===== config.mk =====
export PLATFORM = sky130hd
export DESIGN_NAME = ddit_top
export DESIGN_NICKNAME = d
export VERILOG_FILES = /design/src/hw/ddit_cond.v /design/src/hw/ddit_top.v
export VERILOG_INCLUDE_DIRS = /design/src /design/src/hw
export SDC_FILE = /design/constraint.sdc
export NUM_CORES = 2
export LEC_CHECK = 0
export BUFFER_PORTS_ARGS = -buffer_cell sky130_fd_sc_hd__buf_2
export CAP_MARGIN = 20
export CORE_MARGIN = 4
export CORE_UTILIZATION = 50
export CTS_CLUSTER_SIZE = 28
export DETAILED_ROUTE_END_ITERATION = 10
export PLACE_DENSITY_LB_ADDON = 0.15
export SLEW_MARGIN = 10
export SYNTH_ARGS = -nofsm -noshare
export SYNTH_HDL_FRONTEND = slang
export SYNTH_SLANG_ARGS = --single-unit
export TNS_END_PERCENT = 1

===== constraint.sdc =====
create_clock -name clk -period 6.8 [get_ports clk]
set_input_delay 1.36 -clock clk [delete_from_list [all_inputs] [get_ports clk]]
set_output_delay 1.36 -clock clk [all_outputs]
set_load 0.01 [all_outputs]

===== src/hw/ddit_consts.vh =====
// Offsets, fields, reset values and timing of the input terminal block
// How it works
// - A rising clear-energy function (code 40) zeroes the energy counter.
// - Hold-energy function (code 41) freezes the energy counter.
// - While function 42 is active the braking torque limit comes from the keypad.
// - While function 61 is active the PID output polarity is inverted.
// - Fast input is a pulse input when type is 0, a switch when 1.
// - Nine function selects, codes 0 to 95, defaults 1, 4, 7 then 0.
// - Inputs five to eight have no pin; only the virtual value drives them.
// - Nine polarity bits; 1 makes that input active when its contact opens.
// - One common filter time, 0 to 50000 ms, default 10 ms, for all inputs.
// - Virtual mask bit 0 is input one, bit 7 input eight, bit 8 fast input.
// - Two-bit run control scheme selects modes 0 to 3, default 0.
// - Mode 0 takes run and direction from the forward and reverse commands.
// - Mode 0 stops with both commands off, runs reverse with only reverse on.
// - Mode 1 uses forward as run enable, reverse input gives the direction.
// - Mode 2 starts on forward rising edge with enable closed; enable open stops.
// - Mode 3 starts on forward or reverse rising edge in that direction.
`ifndef DDIT_CONSTS_VH
`define DDIT_CONSTS_VH

// ==========================================================================
// Register offsets
`define DDIT_REG_FAST_TYPE   8'h00
`define DDIT_REG_FUNC_BASE   8'h01
`define DDIT_REG_POLARITY    8'h0A
`define DDIT_REG_FILTER      8'h0B
`define DDIT_REG_VIRT_MASK   8'h0C
`define DDIT_REG_SCHEME      8'h0D
`define DDIT_REG_DELAY_BASE  8'h0E
`define DDIT_REG_VIRT_VALUE  8'h20
`define DDIT_REG_LEVELS      8'h21
`define DDIT_REG_COMMANDS    8'h22
`define DDIT_REG_ENERGY      8'h23

// ==========================================================================
// Sizes and limits
`define DDIT_NUM_INPUTS      9
`define DDIT_FUNC_MAX        7'h5F
`define DDIT_TIME_MAX_MS     16'hC350

// ==========================================================================
// Reset values
`define DDIT_RST_FAST_TYPE   1'h0
`define DDIT_RST_FUNC1       7'h01
`define DDIT_RST_FUNC2       7'h04
`define DDIT_RST_FUNC3       7'h07
`define DDIT_RST_FUNC_OTHER  7'h00
`define DDIT_RST_POLARITY    9'h000
`define DDIT_RST_FILTER_MS   16'h000A
`define DDIT_RST_VIRT_MASK   9'h000
`define DDIT_RST_SCHEME      2'h0
`define DDIT_RST_DELAY_MS    16'h0000

// ==========================================================================
// Function codes
`define DDIT_FN_FORWARD      7'h01
`define DDIT_FN_REVERSE      7'h02
`define DDIT_FN_THREE_WIRE   7'h03
`define DDIT_FN_ENERGY_CLEAR 7'h28
`define DDIT_FN_ENERGY_HOLD  7'h29
`define DDIT_FN_TORQUE_KEYPAD 7'h2A
`define DDIT_FN_PID_INVERT   7'h3D

// ==========================================================================
// Run control schemes
`define DDIT_SCHEME_TWO_WIRE1   2'h0
`define DDIT_SCHEME_TWO_WIRE2   2'h1
`define DDIT_SCHEME_THREE_WIRE1 2'h2
`define DDIT_SCHEME_THREE_WIRE2 2'h3

// ==========================================================================
// Timing
`define DDIT_CLK_PERIOD_NS   50
`define DDIT_TICK_TIME_NS    1000000

`endif


===== src/hw/ddit_cond.v =====
// One input channel: sampling filter, polarity inversion, switch-on/off delay
`timescale 1ns/10ps
module ddit_cond (
    input  wire        clk,
    input  wire        srst,
    input  wire        ms_tick,
    input  wire        raw_level,
    input  wire        polarity,
    input  wire [15:0] filter_ms,
    input  wire [15:0] on_delay_ms,
    input  wire [15:0] off_delay_ms,
    output reg         level
);

    reg         filtered;
    reg  [15:0] filt_cnt;
    reg  [15:0] dly_cnt;
    wire        polar;
    wire [15:0] dly_limit;

    // ======================================================================
    // Sampling filter: new level must hold for the whole filter time
    always @(posedge clk) begin
        if (srst) begin
            filtered <= 1'b0;
            filt_cnt <= 16'h0000;
        end else if (raw_level == filtered) begin
            filt_cnt <= 16'h0000;
        end else if (filt_cnt >= filter_ms) begin
            filtered <= raw_level;
            filt_cnt <= 16'h0000;
        end else if (ms_tick) begin
            filt_cnt <= filt_cnt + 16'h0001;
        end
    end

    assign polar     = filtered ^ polarity;
    assign dly_limit = polar ? on_delay_ms : off_delay_ms;

    // ======================================================================
    // Switch-on/off delay after polarity
    always @(posedge clk) begin
        if (srst) begin
            level   <= 1'b0;
            dly_cnt <= 16'h0000;
        end else if (polar == level) begin
            dly_cnt <= 16'h0000;
        end else if (dly_cnt >= dly_limit) begin
            level   <= polar;
            dly_cnt <= 16'h0000;
        end else if (ms_tick) begin
            dly_cnt <= dly_cnt + 16'h0001;
        end
    end

endmodule // ddit_cond


===== src/hw/ddit_top.v =====
// Top of the drive digital input terminal block: registers, sources, decode, run control
//
// The address map and strobed register access were decided locally.
`timescale 1ns/10ps
`include "ddit_consts.vh"
module ddit_top #(
    parameter integer TICK_CYCLES = `DDIT_TICK_TIME_NS / `DDIT_CLK_PERIOD_NS
) (
    input  wire        clk,
    input  wire        srst,
    input  wire [7:0]  addr,
    input  wire [31:0] wr_data,
    input  wire        wr_en,
    input  wire        rd_en,
    output reg  [31:0] rd_data,
    input  wire [3:0]  switch_pins,
    input  wire        fast_dual_use_input,
    input  wire        energy_increment,
    output reg         fast_pulse_level,
    output reg         energy_clear,
    output reg         energy_hold,
    output reg  [31:0] energy_count,
    output reg         torque_limit_keypad,
    output reg         pid_invert,
    output reg         run_command,
    output reg         reverse_command
);

    localparam [15:0] TICK_LAST = TICK_CYCLES[15:0] - 16'h0001;

    // ======================================================================
    // Configuration registers
    reg         fast_input_type;
    reg  [6:0]  func_sel   [0:8];
    reg  [8:0]  input_polarity_mask;
    reg  [15:0] input_filter_time;
    reg  [8:0]  virtual_input_mask;
    reg  [1:0]  run_control_scheme;
    reg  [15:0] on_delay   [0:8];
    reg  [15:0] off_delay  [0:8];
    reg  [8:0]  virtual_input_value;

    reg  [4:0]  pin_meta;
    reg  [4:0]  pin_sync;
    reg  [15:0] tick_cnt;
    reg         ms_tick;
    wire [8:0]  raw_src;
    wire [8:0]  cond_level;
    wire [8:0]  func_level;
    wire [62:0] func_flat;
    reg         prev_clear;
    reg         prev_fwd;
    reg         prev_rev;

    wire [7:0]  func_off  = addr - `DDIT_REG_FUNC_BASE;
    wire [7:0]  dly_off   = addr - `DDIT_REG_DELAY_BASE;
    wire        func_hit  = (addr >= `DDIT_REG_FUNC_BASE) && (func_off < 8'h09);
    wire        dly_hit   = (addr >= `DDIT_REG_DELAY_BASE) && (dly_off < 8'h12);
    wire [3:0]  func_idx  = func_off[3:0];
    wire [3:0]  dly_idx   = dly_off[4:1];
    wire        dly_is_off = dly_off[0];

    integer     i;

    // ======================================================================
    // Helpers
    function ddit_fn_active;
        input [62:0] codes;
        input [8:0]  lvl;
        input [6:0]  code;
        integer      k;
        begin
            ddit_fn_active = 1'b0;
            for (k = 0; k < 9; k = k + 1) begin
                if (codes[7*k +: 7] == code && lvl[k])
                    ddit_fn_active = 1'b1;
            end
        end
    endfunction

    function ddit_time_ok;
        input [31:0] value;
        begin
            ddit_time_ok = (value[31:16] == 16'h0000) && (value[15:0] <= `DDIT_TIME_MAX_MS);
        end
    endfunction

    // ======================================================================
    // Register writes; out-of-range filter, delay and function values are ignored, keeping the old one
    always @(posedge clk) begin
        if (srst) begin
            fast_input_type     <= `DDIT_RST_FAST_TYPE;
            input_polarity_mask <= `DDIT_RST_POLARITY;
            input_filter_time   <= `DDIT_RST_FILTER_MS;
            virtual_input_mask  <= `DDIT_RST_VIRT_MASK;
            run_control_scheme  <= `DDIT_RST_SCHEME;
            virtual_input_value <= 9'h000;
            for (i = 0; i < 9; i = i + 1) begin
                func_sel[i]  <= `DDIT_RST_FUNC_OTHER;
                on_delay[i]  <= `DDIT_RST_DELAY_MS;
                off_delay[i] <= `DDIT_RST_DELAY_MS;
            end
            func_sel[0] <= `DDIT_RST_FUNC1;
            func_sel[1] <= `DDIT_RST_FUNC2;
            func_sel[2] <= `DDIT_RST_FUNC3;
        end else if (wr_en) begin
            if (addr == `DDIT_REG_FAST_TYPE)
                fast_input_type <= wr_data[0];
            if (addr == `DDIT_REG_POLARITY)
                input_polarity_mask <= wr_data[8:0];
            if (addr == `DDIT_REG_FILTER && ddit_time_ok(wr_data))
                input_filter_time <= wr_data[15:0];
            if (addr == `DDIT_REG_VIRT_MASK)
                virtual_input_mask <= wr_data[8:0];
            if (addr == `DDIT_REG_SCHEME)
                run_control_scheme <= wr_data[1:0];
            if (addr == `DDIT_REG_VIRT_VALUE)
                virtual_input_value <= wr_data[8:0];
            if (func_hit && wr_data[31:7] == 25'h0000000 && wr_data[6:0] <= `DDIT_FUNC_MAX)
                func_sel[func_idx] <= wr_data[6:0];
            if (dly_hit && ddit_time_ok(wr_data)) begin
                if (dly_is_off)
                    off_delay[dly_idx] <= wr_data[15:0];
                else
                    on_delay[dly_idx] <= wr_data[15:0];
            end
        end
    end

    // ======================================================================
    // Register reads, data in the cycle after the strobe
    always @(posedge clk) begin
        if (srst) begin
            rd_data <= 32'h00000000;
        end else if (rd_en) begin
            rd_data <= 32'h00000000;
            if (addr == `DDIT_REG_FAST_TYPE)
                rd_data <= {31'h00000000, fast_input_type};
            if (addr == `DDIT_REG_POLARITY)
                rd_data <= {23'h000000, input_polarity_mask};
            if (addr == `DDIT_REG_FILTER)
                rd_data <= {16'h0000, input_filter_time};
            if (addr == `DDIT_REG_VIRT_MASK)
                rd_data <= {23'h000000, virtual_input_mask};
            if (addr == `DDIT_REG_SCHEME)
                rd_data <= {30'h00000000, run_control_scheme};
            if (addr == `DDIT_REG_VIRT_VALUE)
                rd_data <= {23'h000000, virtual_input_value};
            if (addr == `DDIT_REG_LEVELS)
                rd_data <= {23'h000000, func_level};
            if (addr == `DDIT_REG_COMMANDS)
                rd_data <= {25'h0000000, fast_pulse_level, reverse_command, run_command,
                            pid_invert, torque_limit_keypad, energy_hold, energy_clear};
            if (addr == `DDIT_REG_ENERGY)
                rd_data <= energy_count;
            if (func_hit)
                rd_data <= {25'h0000000, func_sel[func_idx]};
            if (dly_hit)
                rd_data <= {16'h0000, dly_is_off ? off_delay[dly_idx] : on_delay[dly_idx]};
        end
    end

    // ======================================================================
    // Pin synchronisers and millisecond tick
    always @(posedge clk) begin
        if (srst) begin
            pin_meta <= 5'h00;
            pin_sync <= 5'h00;
        end else begin
            pin_meta <= {fast_dual_use_input, switch_pins};
            pin_sync <= pin_meta;
        end
    end

    always @(posedge clk) begin
        if (srst) begin
            tick_cnt <= 16'h0000;
            ms_tick  <= 1'b0;
        end else if (tick_cnt >= TICK_LAST) begin
            tick_cnt <= 16'h0000;
            ms_tick  <= 1'b1;
        end else begin
            tick_cnt <= tick_cnt + 16'h0001;
            ms_tick  <= 1'b0;
        end
    end

    // ======================================================================
    // Source selection: pin or software value
    // Inputs five to eight have no pin, so without the mask their raw source is low
    assign raw_src[3:0] = (virtual_input_mask[3:0] & virtual_input_value[3:0]) |
                          (~virtual_input_mask[3:0] & pin_sync[3:0]);
    assign raw_src[7:4] = virtual_input_mask[7:4] & virtual_input_value[7:4];
    assign raw_src[8]   = virtual_input_mask[8] ? virtual_input_value[8] : pin_sync[4];

    genvar g;
    generate
        for (g = 0; g < 9; g = g + 1) begin : gen_chan
            ddit_cond u_cond (
                .clk          (clk),
                .srst         (srst),
                .ms_tick      (ms_tick),
                .raw_level    (raw_src[g]),
                .polarity     (input_polarity_mask[g]),
                .filter_ms    (input_filter_time),
                .on_delay_ms  (on_delay[g]),
                .off_delay_ms (off_delay[g]),
                .level        (cond_level[g])
            );
            assign func_flat[7*g +: 7] = func_sel[g];
        end
    endgenerate

    // Fast input decodes as a switch only in switch mode or when virtual
    assign func_level[7:0] = cond_level[7:0];
    assign func_level[8]   = cond_level[8] & (fast_input_type | virtual_input_mask[8]);

    // ======================================================================
    // Function decode and energy counter
    wire fn_clear  = ddit_fn_active(func_flat, func_level, `DDIT_FN_ENERGY_CLEAR);
    wire fn_hold   = ddit_fn_active(func_flat, func_level, `DDIT_FN_ENERGY_HOLD);
    wire fn_torque = ddit_fn_active(func_flat, func_level, `DDIT_FN_TORQUE_KEYPAD);
    wire fn_pid    = ddit_fn_active(func_flat, func_level, `DDIT_FN_PID_INVERT);
    wire fn_fwd    = ddit_fn_active(func_flat, func_level, `DDIT_FN_FORWARD);
    wire fn_rev    = ddit_fn_active(func_flat, func_level, `DDIT_FN_REVERSE);
    wire fn_enable = ddit_fn_active(func_flat, func_level, `DDIT_FN_THREE_WIRE);
    wire fwd_rise  = fn_fwd & ~prev_fwd;
    wire rev_rise  = fn_rev & ~prev_rev;

    always @(posedge clk) begin
        if (srst) begin
            prev_clear          <= 1'b0;
            prev_fwd            <= 1'b0;
            prev_rev            <= 1'b0;
            energy_clear        <= 1'b0;
            energy_hold         <= 1'b0;
            torque_limit_keypad <= 1'b0;
            pid_invert          <= 1'b0;
            fast_pulse_level    <= 1'b0;
            energy_count        <= 32'h00000000;
        end else begin
            prev_clear          <= fn_clear;
            prev_fwd            <= fn_fwd;
            prev_rev            <= fn_rev;
            energy_clear        <= fn_clear & ~prev_clear;
            energy_hold         <= fn_hold;
            torque_limit_keypad <= fn_torque;
            pid_invert          <= fn_pid;
            // Pulse path sees the synchronised pin only in pulse mode
            fast_pulse_level    <= ~fast_input_type & pin_sync[4];
            // Clear beats hold and increment so a cleared count starts at zero
            if (fn_clear & ~prev_clear)
                energy_count <= 32'h00000000;
            else if (energy_increment & ~fn_hold)
                energy_count <= energy_count + 32'h00000001;
        end
    end

    // ======================================================================
    // Run control schemes
    always @(posedge clk) begin
        if (srst) begin
            run_command     <= 1'b0;
            reverse_command <= 1'b0;
        end else begin
            case (run_control_scheme)
                `DDIT_SCHEME_TWO_WIRE1: begin
                    // Both commands on is treated as stop
                    run_command     <= fn_fwd ^ fn_rev;
                    reverse_command <= fn_rev & ~fn_fwd;
                end
                `DDIT_SCHEME_TWO_WIRE2: begin
                    run_command     <= fn_fwd;
                    reverse_command <= fn_rev;
                end
                `DDIT_SCHEME_THREE_WIRE1: begin
                    if (!fn_enable)
                        run_command <= 1'b0;
                    else if (fwd_rise)
                        run_command <= 1'b1;
                    reverse_command <= fn_rev;
                end
                `DDIT_SCHEME_THREE_WIRE2: begin
                    if (!fn_enable) begin
                        run_command <= 1'b0;
                    end else if (fwd_rise) begin
                        run_command     <= 1'b1;
                        reverse_command <= 1'b0;
                    end else if (rev_rise) begin
                        run_command     <= 1'b1;
                        reverse_command <= 1'b1;
                    end
                end
                default: begin
                    run_command     <= 1'b0;
                    reverse_command <= 1'b0;
                end
            endcase
        end
    end

endmodule // ddit_top


After elaboration in Yosys (flattened, before gate mapping)
Memory sizes are Yosys's and may differ from the RTL's.
Cells that the tools add are included.
{ "classes": {"addsub": 22, "magnitude_cmp": 25, "n_eq_ne": 96, "mux": 123, "bitwise_logic": 50, "reduce_logical": 124} }
{ "op_table": {"columns": ["op", "n"], "rows": [
  ["32-bit 2-to-1 mux", 10],
  ["16-bit by 1-bit adder with 16-bit output, second input constant", 19],
  ["16-bit greater-or-equal comparator", 18],
  ["7-bit by 6-bit equality test with 1-bit output, second input constant", 36],
  ["16-bit 2-to-1 mux", 12],
  ["7-bit by 2-bit equality test with 1-bit output, second input constant", 18],
  ["1-bit 2-to-1 mux", 92],
  ["1-bit logical AND", 70],
  ["7-bit by 1-bit equality test with 1-bit output, second input constant", 9],
  ["3-bit OR reduction", 18],
  ["2-bit AND reduction", 26],
  ["32-bit by 1-bit adder with 32-bit output, second input constant", 1],
  ["8-bit by 4-bit equality test with 1-bit output, second input constant", 4],
  ["8-bit by 6-bit equality test with 1-bit output, second input constant", 4],
  ["16-bit OR reduction", 2],
  ["7-bit 2-to-1 mux", 4],
  ["25-bit logical NOT", 1],
  ["1-bit inverter", 24],
  ["1-bit equality test", 18],
  ["16-bit by 15-bit greater-or-equal comparator with 1-bit output, second input constant", 1],
  ["16-bit <= comparator, second input constant", 1],
  ["16-bit logical NOT", 1],
  ["4-bit AND", 3],
  ["4-bit 2-to-1 mux", 3],
  ["other kinds (23)", 45]
]} }
{ "word_totals": {"reg_bits": 453, "ram_bits": 351, "inputBits": 50, "out_inout_bits": 71, "wordCells": 501, "memories": 3} }
{ "mem_list": {"columns": ["memory", "depth", "word_bits", "read_ports", "rd_ports_with_merged_regs", "write_ports", "line_no", "rtl"], "rows": [
  ["off_delay", 9, 16, 10, 0, 9, "ddit_top.v:40", "reg [15:0] off_delay [0:8];"],
  ["on_delay", 9, 16, 10, 0, 9, "ddit_top.v:39", "reg [15:0] on_delay [0:8];"],
  ["func_sel", 9, 7, 10, 0, 9, "ddit_top.v:34", "reg [6:0] func_sel [0:8];"]
]} }

Logic depth before layout (Yosys ltp)
An unclocked memory read counts as a cell.
{ "logic_depth": {"ltp_word": 17, "ltp_mapped": 15, "ltp_nobuf": 10} }

Modules after synthesis
Synthesis repeated with hierarchy kept, for this count alone.
{ "hier_totals": {"cells_unflattened": 4917, "area_unflattened_um2": 57019.7} }
{ "by_module_without_submodules": {"columns": ["module", "n_inst", "cells_each", "area_each_um2", "seq_area_each_um2"], "rows": [
  ["ddit_top", 1, 2432, 34788.4, 21680.8],
  ["ddit_cond at gen_chan[2].u_cond ...", 5, 272, 2418.6, 680.7],
  ["ddit_cond at gen_chan[0].u_cond ...", 3, 282, 2555.0, 680.7],
  ["ddit_cond at gen_chan[8].u_cond", 1, 279, 2473.6, 680.7]
]} }

Worst setup path before layout
Ideal clock, no wire load.
{ "synth_path": {"kind": "input port to flip-flop", "from": "in addr[1]", "to": "mem off_delay[4][0], enable pin", "setup_ns": 0.367, "t_arrival_ns": 4.866, "required_ns": 6.433, "setup_slack_ns": 1.567, "stages": 14, "path_buffers": 5, "path_cell_list": "buf_2 > buf_4 > buf_2 > buf_2 > inv_1 > ha_1 > o21bai_1 > o311ai_1 > a2111oi_4 > and2b_2 > o2111ai_4 > nor2b_2 > clkbuf_1 > a21o_1"} }
{ "synth_rtl": {"columns": ["element", "line_no", "rtl"], "rows": [
  ["from (decl)", "ddit_top.v:11", "input wire [7:0] addr,"],
  ["to (decl)", "ddit_top.v:40", null]
]} }

==> results.py <==
metrics = {
    "power_and_ir_drop": {
        "ir_drop_uv": 232,
        "p_clk_frac": 0.444,
        "p_comb_frac": 0.069,
        "p_per_area_nw_per_um2": 240,
        "switching_power_w": 0.00354,
        "intPower_w": 0.0114,
        "swShare": 0.237,
        "p_total_w": 0.0149,
        "power.leakage_nw": 25.0,
        "power_frac_seq": 0.486,
    },
    "clock_network": {
        "h-tree-depth": 3,
        "cts_tree": "yes",
        "path_clk_slew_ns": 0.06,
        "post_cts_buffers": 0,
        "cts_hold_buf": 0,
        "cts_inserted_buffers": 115,
        "cts_resized": 0,
        "root_buffer": "clkbuf_16",
        "cts.path.max_buffers": 3,
        "insertion_delay_ns": 0.74,
        "cts_num_sinks": 1077,
    },
    "worst_setup_path": {
        "critPathCaptureType": "register",
        "ff2ff_setup_slack_ns": 3.33,
        "cp.required_ns": 7.13,
        "max_stage_delay_ns": 0.69,
        "cpMaxStageDelayCell": "a21o_1",
        "path_class": "in -> reg",
        "path_buf_inv": 2,
        "cp_cell_sequence": "buf_8 > inv_1 > ha_4 > o21bai_1 > o311ai_1 > a2111oi_4 > and2b_2 > o2111ai_4 > nor3_4 > a21o_1",
        "crit_family": "compound AO/OA/AOI/OAI gates",
        "cp.arrival_ns": 5.37,
        "worstSetupStartpointType": "input pin",
        "path_max_fanout": 47,
    },
    "cells_and_area": {
        "mostFrequentLayoutCells": "624 x edfxtp_1, 531 x nor2_1, 452 x dfxtp_1",
        "fin_nets": 5396,
        "multi_input_area_um2": 26600,
        "area_delta_synth_final_pct": 12.5,
        "seq_area_um2": 27800,
        "fillers": 9177,
        "final_common_cell": "edfxtp_1",
        "drive_above_1_share": 0.124,
    },
    "timing": {
        "worst_pin_slew_ns": 1.16,
        "fin_skew_ns": 0.0615,
        "finalWorstSetupSlack_ns": 1.75,
        "period_needed_ns": 5.05,
        "slew_viol_final": 0,
        "final.setup.tns_ns": 0,
        "clock.fmax_ghz": 0.198,
        "grt_setup_unrepaired": "no",
        "final-hold-violation-count": 0,
        "post-route-period-util": 0.742,
        "maxSlewHeadroom": 0.222,
        "finalSetupViolations": 0,
        "hold_ws_ns": 0.443,
    },
    "job": {
        "drv_cap": 0,
    },
    "yosys": {
        "ys_async_sr_fraction": 0,
        "synth_area_um2": 55100,
        "synth_edf_count": 624,
        "synthFlopType": "edfxtp_1",
        "postSynthAreaPerCell_um2": 11.5,
        "synth-seq-area-share": 0.505,
        "yosysWarnings": 0,
        "syn_inst": 4802,
        "ys_types": 90,
        "ys_ff_latch": 1077,
    },
    "global_routing": {
        "antenna_found_initial": 9,
        "track_usage": 0.269,
        "grt_pass1_vias": 37600,
        "gr-total-overflow": 0,
        "grt_pass1_wl_um": 236000,
        "grt_max_degree": 129,
    },
    "die": {
        "core_region_area_um2": 109000,
        "die_area_um2": 116000,
        "start_util": 0.505,
        "dieHeight_um": 340,
        "fp-row-count": 121,
        "die_x_um": 340,
        "ios": 121,
    },
    "place": {
        "globalplace.congestion": 0.927,
        "dp_slack_ns": 0.999,
        "io_buffers": 120,
        "dpl.hpwl_um": 111000,
    },
    "route": {
        "drc_errors": 0,
        "wl_per_cell_um": 23.9,
        "vias_per_cell": 5.88,
        "drt_pass1_iterations": 6,
        "num_vias": 38900,
        "drt_iter0_markers": 3881,
        "ant_nets": 0,
        "routed_wl_um": 158000,
    },
    "worst_hold_path": {
        "hold_class": "reg -> reg",
    },
    "run_status": {
        "outcome": "completed",
    },
}
[cells in the mapped netlist (9+ instances only)]
library cell / number / share of area
a21o_1: 57 / 0.0078
nand2_1: 274 / 0.019
or2_2: 9 / 0.0010
and3_1: 378 / 0.043
nand4b_1: 9 / 0.0014
buf_2: 29 / 0.0026
a221oi_1: 32 / 0.0051
nand3b_1: 12 / 0.0016
a2111o_1: 18 / 0.0037
mux4_2: 162 / 0.066
nor2_1: 531 / 0.036
xnor2_1: 119 / 0.019
nor3_1: 41 / 0.0037
o211ai_1: 32 / 0.0044
a311oi_1: 9 / 0.0014
o21ai_0: 83 / 0.0075
ha_1: 326 / 0.074
nand4_1: 93 / 0.011
a31oi_1: 31 / 0.0035
a21oi_1: 112 / 0.010
buf_4: 9 / 0.0012
nor2b_1: 74 / 0.0084
a211oi_1: 30 / 0.0041
nand3_1: 184 / 0.017
mux2i_1: 206 / 0.037
clkbuf_1: 204 / 0.014
mux2_2: 28 / 0.0057
nand2b_1: 47 / 0.0053
dfxtp_1: 453 / 0.16
nor4_1: 26 / 0.0030
xor2_1: 229 / 0.036
and2_1: 68 / 0.0077
inv_1: 91 / 0.0062
edfxtp_1: 624 / 0.34
o22ai_1: 12 / 0.0014
and4_1: 16 / 0.0025
buf_1: 14 / 0.00095
[cell type report]
class / count / share of cell area
flip-flops and latches: 1077 / 0.449
multi-input cells: 3527 / 0.429
clock buffers: 173 / 0.0537
well taps: 1476 / 0.0298
repair buffers: 208 / 0.0213
clock inverters: 46 / 0.0116
inverters: 91 / 0.00551
diodes: 5 / 0.000202
[routing by layer]
metal | up-vias | part of all wire | global-route usage
li1 | 18000 | - | -
met1 | 19100 | 0.42 | 0.368
met2 | 1425 | 0.45 | 0.423
met3 | 307 | 0.080 | 0.0513
met4 | 8 | 0.044 | 0.111
met5 | - | 0.00026 | 0
[per-stage QoR]
step | cell area [um^2] | util | cells
2_1_floorplan | 55700 | - | 4958
3_3_place_gp | 57900 | 0.530 | 6371
3_5_place_dp | 57900 | 0.531 | 6379
4_1_cts | 62000 | 0.568 | 6598
5_1_grt | 62000 | 0.568 | 6598
6_report | 62000 | 0.568 | 6603
[power by group through the flow]
stage | Combinational, W | Sequential [W] | Clock, W
finish | 0.00103 | 0.00724 | 0.00662
global route | 0.00109 | 0.00725 | 0.00700
CTS | 0.00102 | 0.00724 | 0.00674
detailed placement | 0.00101 | 0.00738 | 0
global placement | 0.00100 | 0.00737 | 0
floorplan | 0.000627 | 0.00729 | 0
[kinds of logic after synthesis]
family,Yosys count,share of synthesized area
AOI/OAI and AO/OA,484,0.0610
and+or+nand+nor,1815,0.169
adders and majority gates,326,0.0740
xor gates and xnor gates,348,0.0553
DFF,1077,0.505
other,1,0.0000681
muxes,397,0.110
buffers and inverters,354,0.0259
[path summary, 6_finish.rpt]
kind                               start                             to  depth (start not counted)
setup reg to reg  input_polarity_mask[0]  gen_chan[0].u_cond.dly_cnt[3]                         11
hold / removal               pin_meta[3]                    pin_sync[3]                          1
hold reg to reg              pin_meta[3]                    pin_sync[3]                          1
setup / recovery                 addr[1]                off_delay[2][2]                         10
[state kept, by name (all words and copies together), names as in the netlist, 2 cells and up]
register,flops
virtual_input_value,9
virtual_input_mask,9
input_filter_time,16
on_delay,256
energy_count,32
gen_chan.u_cond.dly_cnt,144
input_polarity_mask,9
tick_cnt,16
func_sel,112
pin_sync,5
rd_data,32
off_delay,256
gen_chan.u_cond.filt_cnt,144
pin_meta,5
gen_chan.u_cond.filtered,9
run_control_scheme,2
gen_chan.u_cond.level,9
No activity file was read; power rests on OpenSTA's default activity.
